`src/hw/motion_activity_pkg.sv`:
```
// constants for the motion and activity detector: register map, fields, counts
package motion_activity_pkg;

	// register indices; byte address is four times the index
	localparam logic [6:0] IDX_FILTER_LATCH = 7'h56;
	localparam logic [6:0] IDX_THRESHOLD = 7'h5B;
	localparam logic [6:0] IDX_DURATION = 7'h5C;
	localparam logic [6:0] IDX_ROUTE_A = 7'h5E;
	localparam logic [6:0] IDX_ROUTE_B = 7'h5F;
	localparam logic [6:0] IDX_FUNC_ENABLE = 7'h58;
	localparam logic [6:0] IDX_PIN_CTRL = 7'h13;
	localparam logic [6:0] IDX_COMBINED_SRC = 7'h1A;
	localparam logic [6:0] IDX_MOTION_SRC = 7'h1B;

	localparam int ADDR_W = 9;

	// filter_latch_config fields
	localparam int FL_LATCH_IRQ = 0;
	localparam int FL_HP_SELECT = 4;
	localparam int FL_STATE_LEVEL = 6;
	// motion_threshold_config field
	localparam int TH_LSB = 0;
	localparam int TH_W = 6;
	// motion_duration_config fields
	localparam int DU_IDLE_LSB = 0;
	localparam int DU_IDLE_W = 4;
	localparam int DU_WEIGHT = 4;
	localparam int DU_MOTION_LSB = 5;
	localparam int DU_MOTION_W = 2;
	// pin route fields
	localparam int RT_MOTION = 5;
	localparam int RT_STATE_CHANGE = 7;
	// function enable and pin control
	localparam int FE_ENABLE = 7;
	localparam int PC_MERGE = 0;
	// motion source fields
	localparam int MS_Z = 0;
	localparam int MS_Y = 1;
	localparam int MS_X = 2;
	localparam int MS_MOTION = 3;
	localparam int MS_IDLE = 4;
	localparam int MS_STATE_CHANGE = 5;
	// combined source fields
	localparam int CS_MOTION = 0;
	localparam int CS_STATE_CHANGE = 1;

	localparam logic [7:0] CFG_RESET = 8'h00;

	// threshold scaling: one step is full scale over 64 or over 256
	localparam int TH_SHIFT_COARSE = 9;
	localparam int TH_SHIFT_FINE = 7;

	// idle duration in sample periods
	localparam int IDLE_UNIT = 512;
	localparam int IDLE_MIN = 16;
	localparam int IDLE_CNT_W = 13;

	localparam logic [1:0] RESP_OKAY = 2'b00;
	localparam logic [1:0] RESP_SLVERR = 2'b10;

endpackage : motion_activity_pkg

```
`src/hw/motion_activity_detector.sv`:
```
// motion (wake-up) and activity/inactivity detector with AXI4-Lite registers
//
// The implementer's own choice: the AXI4-Lite interface to the registers.
`timescale 1ns/1ns
`default_nettype none

module motion_activity_detector #(
	parameter int DATA_W = 16
) (
	// clock and reset
	input wire logic clock,
	input wire logic rst,
	// axi4-lite write address
	input wire logic awvalid,
	output logic awready,
	input wire logic [motion_activity_pkg::ADDR_W-1:0] awaddr,
	input wire logic [2:0] awprot,
	// axi4-lite write data
	input wire logic wvalid,
	output logic wready,
	input wire logic [31:0] wdata,
	input wire logic [3:0] wstrb,
	// axi4-lite write response
	output logic bvalid,
	input wire logic bready,
	output logic [1:0] bresp,
	// axi4-lite read address
	input wire logic arvalid,
	output logic arready,
	input wire logic [motion_activity_pkg::ADDR_W-1:0] araddr,
	input wire logic [2:0] arprot,
	// axi4-lite read data
	output logic rvalid,
	input wire logic rready,
	output logic [31:0] rdata,
	output logic [1:0] rresp,
	// accelerometer samples, one strobe per output-data period
	input wire logic sample_valid,
	input wire logic signed [DATA_W-1:0] accel_x,
	input wire logic signed [DATA_W-1:0] accel_y,
	input wire logic signed [DATA_W-1:0] accel_z,
	input wire logic signed [DATA_W-1:0] hp_x,
	input wire logic signed [DATA_W-1:0] hp_y,
	input wire logic signed [DATA_W-1:0] hp_z,
	// interrupt pins
	output logic irq_pin_a,
	output logic irq_pin_b
);

	function automatic logic [6:0] word_index(input logic [motion_activity_pkg::ADDR_W-1:0] addr);
		word_index = addr[motion_activity_pkg::ADDR_W-1:2];
	endfunction : word_index

	// configuration registers
	logic [7:0] filter_latch_config, next_filter_latch_config;
	logic [7:0] motion_threshold_config, next_motion_threshold_config;
	logic [7:0] motion_duration_config, next_motion_duration_config;
	logic [7:0] pin_a_event_route, next_pin_a_event_route;
	logic [7:0] pin_b_event_route, next_pin_b_event_route;
	logic [7:0] function_enable, next_function_enable;
	logic [7:0] pin_ctrl, next_pin_ctrl;

	// bus state
	logic aw_held, next_aw_held;
	logic w_held, next_w_held;
	logic [6:0] aw_index, next_aw_index;
	logic [7:0] w_byte, next_w_byte;
	logic w_lane, next_w_lane;
	logic next_bvalid, next_rvalid;
	logic [1:0] next_bresp, next_rresp;
	logic [31:0] next_rdata;
	logic source_read;

	// detection state
	logic signed [DATA_W-1:0] prev [3];
	logic signed [DATA_W-1:0] next_prev [3];
	logic [2:0] motion_run, next_motion_run;
	logic [motion_activity_pkg::IDLE_CNT_W-1:0] idle_cnt, next_idle_cnt;
	logic idle_state, next_idle_state;
	logic motion_pulse, next_motion_pulse;
	logic change_pulse, next_change_pulse;
	logic [2:0] axis_hit, next_axis_hit;
	logic motion_latch, next_motion_latch;
	logic change_latch, next_change_latch;
	logic [2:0] axis_latch, next_axis_latch;
	logic clear_req, next_clear_req;
	logic next_irq_pin_a, next_irq_pin_b;

	// configuration decode
	logic enable, hp_select, latch_irq, state_level, merge;
	logic [DATA_W-1:0] threshold;
	logic [1:0] motion_duration;
	logic [3:0] idle_duration;
	logic [motion_activity_pkg::IDLE_CNT_W-1:0] idle_limit;
	logic latch_motion, latch_change;
	logic motion_flag, change_flag;
	logic [2:0] axis_flag;
	logic [2:0] over;
	logic any_over, motion_now, go_idle;
	logic signed [DATA_W-1:0] cur [3];
	logic signed [DATA_W-1:0] hp [3];
	logic signed [DATA_W-1:0] filt [3];
	logic [DATA_W-1:0] mag [3];
	logic [7:0] motion_src_value, combined_src_value;

	assign enable = function_enable[motion_activity_pkg::FE_ENABLE];
	assign hp_select = filter_latch_config[motion_activity_pkg::FL_HP_SELECT];
	assign latch_irq = filter_latch_config[motion_activity_pkg::FL_LATCH_IRQ];
	assign state_level = filter_latch_config[motion_activity_pkg::FL_STATE_LEVEL];
	assign merge = pin_ctrl[motion_activity_pkg::PC_MERGE];
	assign motion_duration = motion_duration_config[motion_activity_pkg::DU_MOTION_LSB +: motion_activity_pkg::DU_MOTION_W];
	assign idle_duration = motion_duration_config[motion_activity_pkg::DU_IDLE_LSB +: motion_activity_pkg::DU_IDLE_W];

	// threshold in data counts; 16-bit data spans full scale over 2^15
	assign threshold = motion_duration_config[motion_activity_pkg::DU_WEIGHT]
		? DATA_W'({motion_threshold_config[motion_activity_pkg::TH_LSB +: motion_activity_pkg::TH_W]} << motion_activity_pkg::TH_SHIFT_FINE)
		: DATA_W'({motion_threshold_config[motion_activity_pkg::TH_LSB +: motion_activity_pkg::TH_W]} << motion_activity_pkg::TH_SHIFT_COARSE);

	assign idle_limit = (idle_duration == 4'h0)
		? motion_activity_pkg::IDLE_CNT_W'(motion_activity_pkg::IDLE_MIN)
		: motion_activity_pkg::IDLE_CNT_W'(idle_duration * motion_activity_pkg::IDLE_UNIT);

	assign cur[0] = accel_x;
	assign cur[1] = accel_y;
	assign cur[2] = accel_z;
	assign hp[0] = hp_x;
	assign hp[1] = hp_y;
	assign hp[2] = hp_z;

	// per-axis filter, magnitude and compare
	for (genvar a = 0; a < 3; a++)
	begin : g_axis
		logic signed [DATA_W:0] diff;
		assign diff = {cur[a][DATA_W-1], cur[a]} - {prev[a][DATA_W-1], prev[a]};
		assign filt[a] = hp_select ? hp[a] : diff[DATA_W:1];
		assign mag[a] = filt[a][DATA_W-1] ? DATA_W'(-filt[a]) : filt[a];
		assign over[a] = mag[a] > threshold;
	end

	assign any_over = |over;
	// a latched event needs a route; state-level mode never latches the state-change event
	assign latch_motion = latch_irq && (pin_a_event_route[motion_activity_pkg::RT_MOTION]
		|| pin_b_event_route[motion_activity_pkg::RT_MOTION]);
	assign latch_change = latch_irq && !state_level && (pin_a_event_route[motion_activity_pkg::RT_STATE_CHANGE]
		|| pin_b_event_route[motion_activity_pkg::RT_STATE_CHANGE]);
	assign motion_flag = latch_motion ? motion_latch : motion_pulse;
	assign change_flag = latch_change ? change_latch : change_pulse;
	assign axis_flag = latch_motion ? axis_latch : axis_hit;

	assign motion_src_value = {2'b00, change_flag, idle_state, motion_flag, axis_flag};
	assign combined_src_value = {6'h00, change_flag, motion_flag};

	// bus handshakes; write address and data taken in either order
	assign awready = !aw_held && !bvalid;
	assign wready = !w_held && !bvalid;
	assign arready = !rvalid;
	assign source_read = arvalid && arready && (word_index(araddr) == motion_activity_pkg::IDX_MOTION_SRC
		|| word_index(araddr) == motion_activity_pkg::IDX_COMBINED_SRC);

	always_comb
	begin
		next_aw_held = aw_held;
		next_w_held = w_held;
		next_aw_index = aw_index;
		next_w_byte = w_byte;
		next_w_lane = w_lane;
		next_bvalid = bvalid;
		next_bresp = bresp;
		next_rvalid = rvalid;
		next_rresp = rresp;
		next_rdata = rdata;
		next_filter_latch_config = filter_latch_config;
		next_motion_threshold_config = motion_threshold_config;
		next_motion_duration_config = motion_duration_config;
		next_pin_a_event_route = pin_a_event_route;
		next_pin_b_event_route = pin_b_event_route;
		next_function_enable = function_enable;
		next_pin_ctrl = pin_ctrl;
		if (awvalid && awready)
		begin
			next_aw_held = 1'b1;
			next_aw_index = word_index(awaddr);
		end
		if (wvalid && wready)
		begin
			next_w_held = 1'b1;
			next_w_byte = wdata[7:0];
			next_w_lane = wstrb[0];
		end
		if (aw_held && w_held)
		begin
			next_aw_held = 1'b0;
			next_w_held = 1'b0;
			next_bvalid = 1'b1;
			next_bresp = motion_activity_pkg::RESP_OKAY;
			// source registers are read-only; writing them changes nothing
			case (aw_index)
				motion_activity_pkg::IDX_FILTER_LATCH:
					if (w_lane) next_filter_latch_config = w_byte;
				motion_activity_pkg::IDX_THRESHOLD:
					if (w_lane) next_motion_threshold_config = w_byte;
				motion_activity_pkg::IDX_DURATION:
					if (w_lane) next_motion_duration_config = w_byte;
				motion_activity_pkg::IDX_ROUTE_A:
					if (w_lane) next_pin_a_event_route = w_byte;
				motion_activity_pkg::IDX_ROUTE_B:
					if (w_lane) next_pin_b_event_route = w_byte;
				motion_activity_pkg::IDX_FUNC_ENABLE:
					if (w_lane) next_function_enable = w_byte;
				motion_activity_pkg::IDX_PIN_CTRL:
					if (w_lane) next_pin_ctrl = w_byte;
				motion_activity_pkg::IDX_MOTION_SRC, motion_activity_pkg::IDX_COMBINED_SRC:
					next_bresp = motion_activity_pkg::RESP_OKAY;
				default:
					next_bresp = motion_activity_pkg::RESP_SLVERR;
			endcase
		end
		else if (bvalid && bready)
			next_bvalid = 1'b0;
		if (arvalid && arready)
		begin
			next_rvalid = 1'b1;
			next_rresp = motion_activity_pkg::RESP_OKAY;
			next_rdata = 32'h0000_0000;
			case (word_index(araddr))
				motion_activity_pkg::IDX_FILTER_LATCH: next_rdata[7:0] = filter_latch_config;
				motion_activity_pkg::IDX_THRESHOLD: next_rdata[7:0] = motion_threshold_config;
				motion_activity_pkg::IDX_DURATION: next_rdata[7:0] = motion_duration_config;
				motion_activity_pkg::IDX_ROUTE_A: next_rdata[7:0] = pin_a_event_route;
				motion_activity_pkg::IDX_ROUTE_B: next_rdata[7:0] = pin_b_event_route;
				motion_activity_pkg::IDX_FUNC_ENABLE: next_rdata[7:0] = function_enable;
				motion_activity_pkg::IDX_PIN_CTRL: next_rdata[7:0] = pin_ctrl;
				motion_activity_pkg::IDX_MOTION_SRC: next_rdata[7:0] = motion_src_value;
				motion_activity_pkg::IDX_COMBINED_SRC: next_rdata[7:0] = combined_src_value;
				default: next_rresp = motion_activity_pkg::RESP_SLVERR;
			endcase
		end
		else if (rvalid && rready)
			next_rvalid = 1'b0;
	end

	always_ff @(posedge clock)
	begin
		if (rst)
		begin
			aw_held <= 1'b0;
			w_held <= 1'b0;
			aw_index <= 7'h00;
			w_byte <= 8'h00;
			w_lane <= 1'b0;
			bvalid <= 1'b0;
			bresp <= motion_activity_pkg::RESP_OKAY;
			rvalid <= 1'b0;
			rresp <= motion_activity_pkg::RESP_OKAY;
			rdata <= 32'h0000_0000;
			filter_latch_config <= motion_activity_pkg::CFG_RESET;
			motion_threshold_config <= motion_activity_pkg::CFG_RESET;
			motion_duration_config <= motion_activity_pkg::CFG_RESET;
			pin_a_event_route <= motion_activity_pkg::CFG_RESET;
			pin_b_event_route <= motion_activity_pkg::CFG_RESET;
			function_enable <= motion_activity_pkg::CFG_RESET;
			pin_ctrl <= motion_activity_pkg::CFG_RESET;
		end
		else
		begin
			aw_held <= next_aw_held;
			w_held <= next_w_held;
			aw_index <= next_aw_index;
			w_byte <= next_w_byte;
			w_lane <= next_w_lane;
			bvalid <= next_bvalid;
			bresp <= next_bresp;
			rvalid <= next_rvalid;
			rresp <= next_rresp;
			rdata <= next_rdata;
			filter_latch_config <= next_filter_latch_config;
			motion_threshold_config <= next_motion_threshold_config;
			motion_duration_config <= next_motion_duration_config;
			pin_a_event_route <= next_pin_a_event_route;
			pin_b_event_route <= next_pin_b_event_route;
			function_enable <= next_function_enable;
			pin_ctrl <= next_pin_ctrl;
		end
	end

	// detection; everything moves on the sample strobe except the disable clear and the read-clear request
	always_comb
	begin
		next_prev = prev;
		next_motion_run = motion_run;
		next_idle_cnt = idle_cnt;
		next_idle_state = idle_state;
		next_motion_pulse = motion_pulse;
		next_change_pulse = change_pulse;
		next_axis_hit = axis_hit;
		next_motion_latch = motion_latch;
		next_change_latch = change_latch;
		next_axis_latch = axis_latch;
		next_clear_req = clear_req || source_read;
		motion_now = 1'b0;
		go_idle = 1'b0;
		if (!enable)
		begin
			// disabled: forget history so the next slope starts from zero
			next_prev = '{default: '0};
			next_motion_run = 3'd0;
			next_idle_cnt = '0;
			next_idle_state = 1'b0;
			next_motion_pulse = 1'b0;
			next_change_pulse = 1'b0;
			next_axis_hit = 3'b000;
			next_motion_latch = 1'b0;
			next_change_latch = 1'b0;
			next_axis_latch = 3'b000;
			next_clear_req = 1'b0;
		end
		else if (sample_valid)
		begin
			next_prev = cur;
			next_motion_run = any_over ? ((motion_run == 3'd7) ? 3'd7 : motion_run + 3'd1) : 3'd0;
			motion_now = any_over && (next_motion_run > {1'b0, motion_duration});
			// a wake-up stands one period, so a spurious first slope drops after one
			next_motion_pulse = motion_now;
			next_axis_hit = motion_now ? over : 3'b000;
			if (idle_state)
			begin
				next_idle_cnt = '0;
				if (motion_now)
					next_idle_state = 1'b0;
			end
			else if (any_over)
				next_idle_cnt = '0;
			else if (idle_cnt + 1'b1 >= idle_limit)
			begin
				go_idle = 1'b1;
				next_idle_cnt = '0;
				next_idle_state = 1'b1;
			end
			else
				next_idle_cnt = idle_cnt + 1'b1;
			next_change_pulse = go_idle || (idle_state && motion_now);
			// a read clears at the next sample; a new event in that sample wins
			if (clear_req)
			begin
				next_motion_latch = 1'b0;
				next_change_latch = 1'b0;
				next_axis_latch = 3'b000;
				next_clear_req = source_read;
			end
			if (motion_now && latch_motion)
			begin
				next_motion_latch = 1'b1;
				next_axis_latch = over;
			end
			if (next_change_pulse && latch_change)
				next_change_latch = 1'b1;
		end
	end

	// pin levels; registered so the pins never glitch
	always_comb
	begin
		logic sig_a;
		logic sig_b;
		sig_a = 1'b0;
		sig_b = 1'b0;
		if (pin_a_event_route[motion_activity_pkg::RT_STATE_CHANGE])
			sig_a = state_level ? idle_state : change_flag;
		if (pin_b_event_route[motion_activity_pkg::RT_STATE_CHANGE])
			sig_b = state_level ? idle_state : change_flag;
		sig_a = sig_a || (pin_a_event_route[motion_activity_pkg::RT_MOTION] && motion_flag);
		sig_b = sig_b || (pin_b_event_route[motion_activity_pkg::RT_MOTION] && motion_flag);
		next_irq_pin_a = merge ? (sig_a || sig_b) : sig_a;
		next_irq_pin_b = merge ? 1'b0 : sig_b;
	end

	always_ff @(posedge clock)
	begin
		if (rst)
		begin
			prev <= '{default: '0};
			motion_run <= 3'd0;
			idle_cnt <= '0;
			idle_state <= 1'b0;
			motion_pulse <= 1'b0;
			change_pulse <= 1'b0;
			axis_hit <= 3'b000;
			motion_latch <= 1'b0;
			change_latch <= 1'b0;
			axis_latch <= 3'b000;
			clear_req <= 1'b0;
			irq_pin_a <= 1'b0;
			irq_pin_b <= 1'b0;
		end
		else
		begin
			prev <= next_prev;
			motion_run <= next_motion_run;
			idle_cnt <= next_idle_cnt;
			idle_state <= next_idle_state;
			motion_pulse <= next_motion_pulse;
			change_pulse <= next_change_pulse;
			axis_hit <= next_axis_hit;
			motion_latch <= next_motion_latch;
			change_latch <= next_change_latch;
			axis_latch <= next_axis_latch;
			clear_req <= next_clear_req;
			irq_pin_a <= next_irq_pin_a;
			irq_pin_b <= next_irq_pin_b;
		end
	end

endmodule : motion_activity_detector

`default_nettype wire

```
`config.mk`:
```
export PLATFORM = sky130hd
export DESIGN_NAME = motion_activity_detector
export DESIGN_NICKNAME = d
export VERILOG_FILES = /design/src/hw/motion_activity_pkg.sv /design/src/hw/motion_activity_detector.sv
export SDC_FILE = /design/constraint.sdc
export NUM_CORES = 1
export LEC_CHECK = 0
export BUFFER_PORTS_ARGS = -buffer_cell sky130_fd_sc_hd__buf_2
export CORE_UTILIZATION = 45
export CTS_CLUSTER_SIZE = 14
export DETAILED_ROUTE_END_ITERATION = 12
export HOLD_SLACK_MARGIN = 0.08
export PLACE_DENSITY_LB_ADDON = 0.25
export SLEW_MARGIN = 15
export SYNTH_ARGS = -nofsm -noshare
export SYNTH_HDL_FRONTEND = slang
export SYNTH_SLANG_ARGS = --single-unit
```
`constraint.sdc`:
```
create_clock -name clock -period 11.4 [get_ports clock]
set_clock_uncertainty 0.2 [all_clocks]
set_input_delay 1.71 -clock clock [delete_from_list [all_inputs] [get_ports clock]]
set_output_delay 1.71 -clock clock [all_outputs]
set_load 0.02 [all_outputs]
```
# ---- Word-level counts from Yosys, hierarchy flattened
# Index checks and enable logic that the tools add are counted.
# Widths: inputs -> output; s select.
dict set report word_totals {
  regBits 166
  in_bits 164
  output_inout_bits 43
}
dict set report op_classes {
  addsub 8
  order_cmp 5
  n_eq_ne 19
  n_mux 42
  bitwise 1
  n_reduce_logical 51
}
# op count
set ops {}
lappend ops {{$mux 16} 6}
lappend ops {{$eq 7x7->1 const B} 12}
lappend ops {{$pmux 8 s9} 1}
lappend ops {{$mux 13} 4}
lappend ops {{$sub 16x16->17} 3}
lappend ops {{$gt 16x15->1} 3}
lappend ops {{$neg 16->16} 3}
lappend ops {{$eq 7x5->1 const B} 6}
lappend ops {{$mux 1} 22}
lappend ops {{$reduce_and 3->1} 7}
lappend ops {{$logic_and 1x1->1} 18}
lappend ops {{$mux 3} 6}
lappend ops {{$reduce_or 9->1} 2}
lappend ops {{$mux 15} 1}
lappend ops {{$add 13x1->13 const B} 1}
lappend ops {{$ge 13x13->1} 1}
lappend ops {{$logic_or 1x1->1} 8}
lappend ops {{$reduce_bool 2->1} 4}
lappend ops {{$reduce_or 2->1} 3}
lappend ops {{$logic_not 1->1} 5}
lappend ops {{$logic_not 4->1} 1}
lappend ops {{$mux 2} 2}
lappend ops {{$reduce_and 2->1} 2}
lappend ops {{$add 3x1->3 const B} 1}
lappend ops {{other kinds (4)} 4}

# ---- Logic depth before layout (Yosys ltp)
dict set report depth {
  depth_word 14
  ltp_mapped 33
}

# ---- Worst setup path after synthesis
# No wires, ideal clock.
dict set report synth_timing {
  kind {input-to-reg}
  from {input port accel_y[0]}
  to {register axis_latch[1]}
  t_arrival_ns 7.550
  t_required_ns 11.070
  path_slack_ns 3.520
  path_stages 31
  path_buffers 2
  path_cell_list {nand2b_1 > inv_1 > fa_1 > nand2b_1 > a21oi_2 > o311a_4 > a41oi_2 > xnor2_1 > or4_1 > a221o_1 > nor2_1 > nor2_1 > xor2_1 > ha_1 > nand2_1 > nor4_1 > or3b_2 > o22ai_1 > o32a_1 > nor4bb_4 > buf_6 > buf_2 > nor2_1 > ha_1 > nor2b_1 > o21ai_0 > nor3b_1 > nand2b_1 > nor2_1 > a31oi_1 > o21ai_0}
}
dict set report synth_via {
  elab_chain_cells 12
}
# item line_no
set synth_lines {}
lappend synth_lines {{from (decl)} motion_activity_detector.sv:40} ;# input wire logic signed [DATA_W-1:0] accel_y,
lappend synth_lines {{$sub 16x16->17 *} motion_activity_detector.sv:134} ;# assign diff = {cur[a][DATA_W-1], cur[a]} - {prev[a][DATA_W-1], prev[a]};
lappend synth_lines {{$mux 16 *} motion_activity_detector.sv:135} ;# assign filt[a] = hp_select ? hp[a] : diff[DATA_W:1];
lappend synth_lines {{$neg 16->16} motion_activity_detector.sv:136} ;# assign mag[a] = filt[a][DATA_W-1] ? DATA_W'(-filt[a]) : filt[a];
lappend synth_lines {{$mux 16 *} motion_activity_detector.sv:136}
lappend synth_lines {{$gt 16x15->1 *} motion_activity_detector.sv:137} ;# assign over[a] = mag[a] > threshold;
lappend synth_lines {{$reduce_or 3->1} motion_activity_detector.sv:140} ;# assign any_over = |over;
lappend synth_lines {{$mux 3} motion_activity_detector.sv:320} ;# next_motion_run = any_over ? ((motion_run == 3'd7) ? 3'd7 : motion_run + 3'd1) : 3'd0;
lappend synth_lines {{$gt 3x2->1} motion_activity_detector.sv:321} ;# motion_now = any_over && (next_motion_run > {1'b0, motion_duration});
lappend synth_lines {{$logic_and 1x1->1} motion_activity_detector.sv:321}
lappend synth_lines {{$logic_and 1x1->1} motion_activity_detector.sv:350} ;# if (motion_now && latch_motion)
lappend synth_lines {{$reduce_bool 2->1 (no line)} n/a}
lappend synth_lines {{$reduce_and 2->1 (no line)} n/a}
lappend synth_lines {{to (signal assigned)} motion_activity_detector.sv:406} ;# axis_latch <= next_axis_latch;
lappend synth_lines {{to (decl)} motion_activity_detector.sv:85} ;# logic [2:0] axis_latch, next_axis_latch;
# Mark *: on every way between the ends. The rest lies on a longest branch, timed or not.
# A chain may end at the register's enable or synchronous reset.

# ---- Worst setup path after layout
dict set report layout_timing {
  from {input port accel_x[5]}
  to {register axis_latch[1]}
}
dict set report layout_via {
  elab_chain_cells 12
}
# item line_no
set layout_lines {}
lappend layout_lines {{from (decl)} motion_activity_detector.sv:39} ;# input wire logic signed [DATA_W-1:0] accel_x,
lappend layout_lines {{$sub 16x16->17 *} motion_activity_detector.sv:134}
lappend layout_lines {{$mux 16 *} motion_activity_detector.sv:135}
lappend layout_lines {{$neg 16->16} motion_activity_detector.sv:136}
lappend layout_lines {{$mux 16 *} motion_activity_detector.sv:136}
lappend layout_lines {{$gt 16x15->1 *} motion_activity_detector.sv:137}
lappend layout_lines {{$reduce_or 3->1 *} motion_activity_detector.sv:140}
lappend layout_lines {{$mux 3} motion_activity_detector.sv:320}
lappend layout_lines {{$gt 3x2->1} motion_activity_detector.sv:321}
lappend layout_lines {{$logic_and 1x1->1 *} motion_activity_detector.sv:321}
lappend layout_lines {{$logic_and 1x1->1 *} motion_activity_detector.sv:350}
lappend layout_lines {{$reduce_bool 2->1 (no line)} n/a}
lappend layout_lines {{$reduce_and 2->1 (no line)} n/a}
# Marked as above.

==> qor.csv <==
stage,metric,value,unit
cts,clock_path_buffers,2,
placement,routabilityCongestion,0.862,
critical_path,slowest_stage,nor3b_1,
cells_and_area,syn2layout_area_growth,10.9,%
power,p_leak,5.69,nW
logic_synthesis,ys_warn_count,0,
floorplan,row_count,60,
routing,routed_wl,31.8,mm
sta,rsz0062_at_grt,false,
grt,grt-ovfl-total,0,
cts,cts-root-buf,clkbuf_16,
placement,portBuffers,143,
cts,clock_sinks,164,
critical_path,cp_num_buf_inv,2,
sta,tns,0,ps
power,pwr_density_cell,109,mW/mm^2
sta,clock.fmax,118,MHz
sta,hold_viol,0,
run,cap_violations,0,
cells_and_area,ff_latch_area,0.00329,sq mm
run_status,status,"complete, no violations",
logic_synthesis,synth_edf_count,0,
sta,tightest_slew,988,ps
routing,first_pass_iters,5,
logic_synthesis,synthArstFlopShare,0,
floorplan,dieArea,0.0282,sq mm
floorplan,fp.dieH,168,microns
cells_and_area,nets,1930,
cts,cts_setup_buffers,0,
placement,dp_hpwl,23.2,mm
critical_path,r2r_start,filter_latch_config[4],
grt,grt_pass1_wl,53.3,mm
critical_path,crit_path_max_fanout,25,
hold_path,hold_start,function_enable[6],
sta,fin_crit,8510,ps
routing,first_iter_violations,896,
grt,grt_use_total,0.229,
logic_synthesis,yosysUniqueCellTypes,81,
cts,cts_resized,0,
cells_and_area,layout-drive-gt1-share,0.126,
grt,grt_max_degree,91,
critical_path,crit_arrival,8610,ps
critical_path,start_kind,primary input,
cts,clkLatencyLatePin,430,ps
floorplan,ios,207,
sta,drv_slew,0,
sta,max-slew-margin-rel,0.341,
cts,tritoncts,yes,
critical_path,crit_required,11500,ps
grt,antenna_found_initial,4,
sta,setup_viol,0,
logic_synthesis,netlist_instances,1605,
cts,cts_buffers,17,
logic_synthesis,post_synth.cell_area_avg,7.72,sq um
floorplan,die_w,168,microns
logic_synthesis,yosysSeqAreaShare,0.265,
power,total_power,0.00150,W
routing,drc,0,
routing,avgViaCountPerCell,5.70,
critical_path,slowest_delay,520,ps
power,ir_drop,0.0928,mV
cts,clkTransAtPathRegs,70,ps
hold_path,hold_path_class,reg -> reg,
logic_synthesis,synth_flop_cell,dfxtp_1,
floorplan,start_util,0.460,
critical_path,crit_type,in -> reg,
grt,grt_pass1_vias,10900,
routing,wl_per_cell,15.6,microns
routing,vias,11600,
cells_and_area,fillers,2615,
critical_path,end_kind,flop,
critical_path,crit_start,accel_x[5],
floorplan,core,0.0270,sq mm
logic_synthesis,synth_seq_cells,164,
sta,finalCritPeriodShare,0.746,
logic_synthesis,netlist_area,0.0124,sq mm
critical_path,cp_top_family,simple AND/OR/NAND/NOR gates,
cts,postCtsHoldBufs,0,
cells_and_area,multiInputGateArea,0.00833,sq mm
cts,htree_levels,4,
routing,ant_nets,0,
==> report_power, final <==
| group | internal, W | switching [W] |
|---|---|---|
| Clock | 0.000326 | 0.000268 |
| Sequential | 0.000580 | 0.0000111 |
| Combinational | 0.000134 | 0.000182 |
==> stage by stage <==
step	std cells	worst slack (ps)	hold WS, ps	util	instance area [sq um]
after floorplan	1630	3520	229	-	12500
after global placement	2004	2670	237	0.488	13100
after detailed placement	2004	2550	245	0.488	13100
after CTS	2036	2970	253	0.510	13700
after global routing	2038	2230	265	0.510	13700
final	2038	2890	253	0.510	13700
==> layout make-up <==
class | instances | share of cell area
diodes | 2 | 0.000364
repair buffers | 152 | 0.0572
inverters | 84 | 0.0229
well taps | 341 | 0.0311
multi-input cells | 1263 | 0.606
clock inverters | 12 | 0.00938
clock buffers | 20 | 0.0340
flip-flops and latches | 164 | 0.239
==> routing by layer <==
layer	track usage	wire (microns)
met3	0.0371	1510
met1	0.313	15500
met2	0.368	14200
met5	0	27
met4	0.0730	647
==> final timing paths <==
kind,endpoint,slack [ps],cells past startpoint
max,axis_latch[1],2890,30
min reg2reg,function_enable[6],250,2
max reg2reg,axis_latch[1],3670,27
min,function_enable[6],250,2
==> placed cells by master, fill, tap and decap left out, types with 16 or more instances in the layout <==
cell type	count
inv_1	84
and2_1	16
a211oi_1	21
dfxtp_1	163
nor2b_1	25
nand2_1	167
conb_1	26
nand2b_1	22
clkbuf_16	17
nand3_1	34
a31oi_1	21
o211ai_1	18
nand4_1	24
nor2_1	181
a21o_1	24
xor2_1	18
xnor2_1	32
mux2i_1	131
nor3_1	30
ha_1	81
a21oi_1	115
o21ai_0	56
buf_2	142
and3_1	24
==> sequential cells by signal (all words and copies together) (netlist names), 7 cells and up <==
register	cells
prev	48
motion_duration_config	8
pin_a_event_route	8
pin_b_event_route	8
w_byte	8
function_enable	8
rdata	8
filter_latch_config	8
motion_threshold_config	8
aw_index	7
pin_ctrl	8
idle_cnt	13
==> synth_stat cells (24+ instances only) <==
library cell / number / area, sq um
a21o_1: 24 / 180
a21oi_1: 115 / 576
and3_1: 24 / 150
buf_4: 26 / 195
clkbuf_1: 78 / 293
dfxtp_1: 164 / 3280
ha_1: 81 / 1010
inv_1: 84 / 315
mux2i_1: 131 / 1310
nand2_1: 167 / 627
nand3_1: 34 / 170
nand4_1: 24 / 150
nor2_1: 181 / 679
nor2b_1: 25 / 156
nor3_1: 30 / 150
o21ai_0: 56 / 280
xnor2_1: 32 / 280
==> worst min-delay path, cell delays in order (launching register included) <==
cell and delay (ps):
dfxtp_1 310, nand2_1 50, a21oi_1 50
==> kinds of logic (layout without fill, tap and decap cells) <==
group,count (synthesis),after routing,share of synthesized area
AND/OR/NAND/NOR,584,584,0.226
multiplexers,135,135,0.109
other,1,28,0.000303
buffers and inverters,203,268,0.0712
adder cells (fa/ha/maj),84,84,0.0866
AO/OA/AOI/OAI,384,384,0.207
XOR/XNOR,50,50,0.0353
flip-flops,164,164,0.265
(Power assumes the default switching activity.)
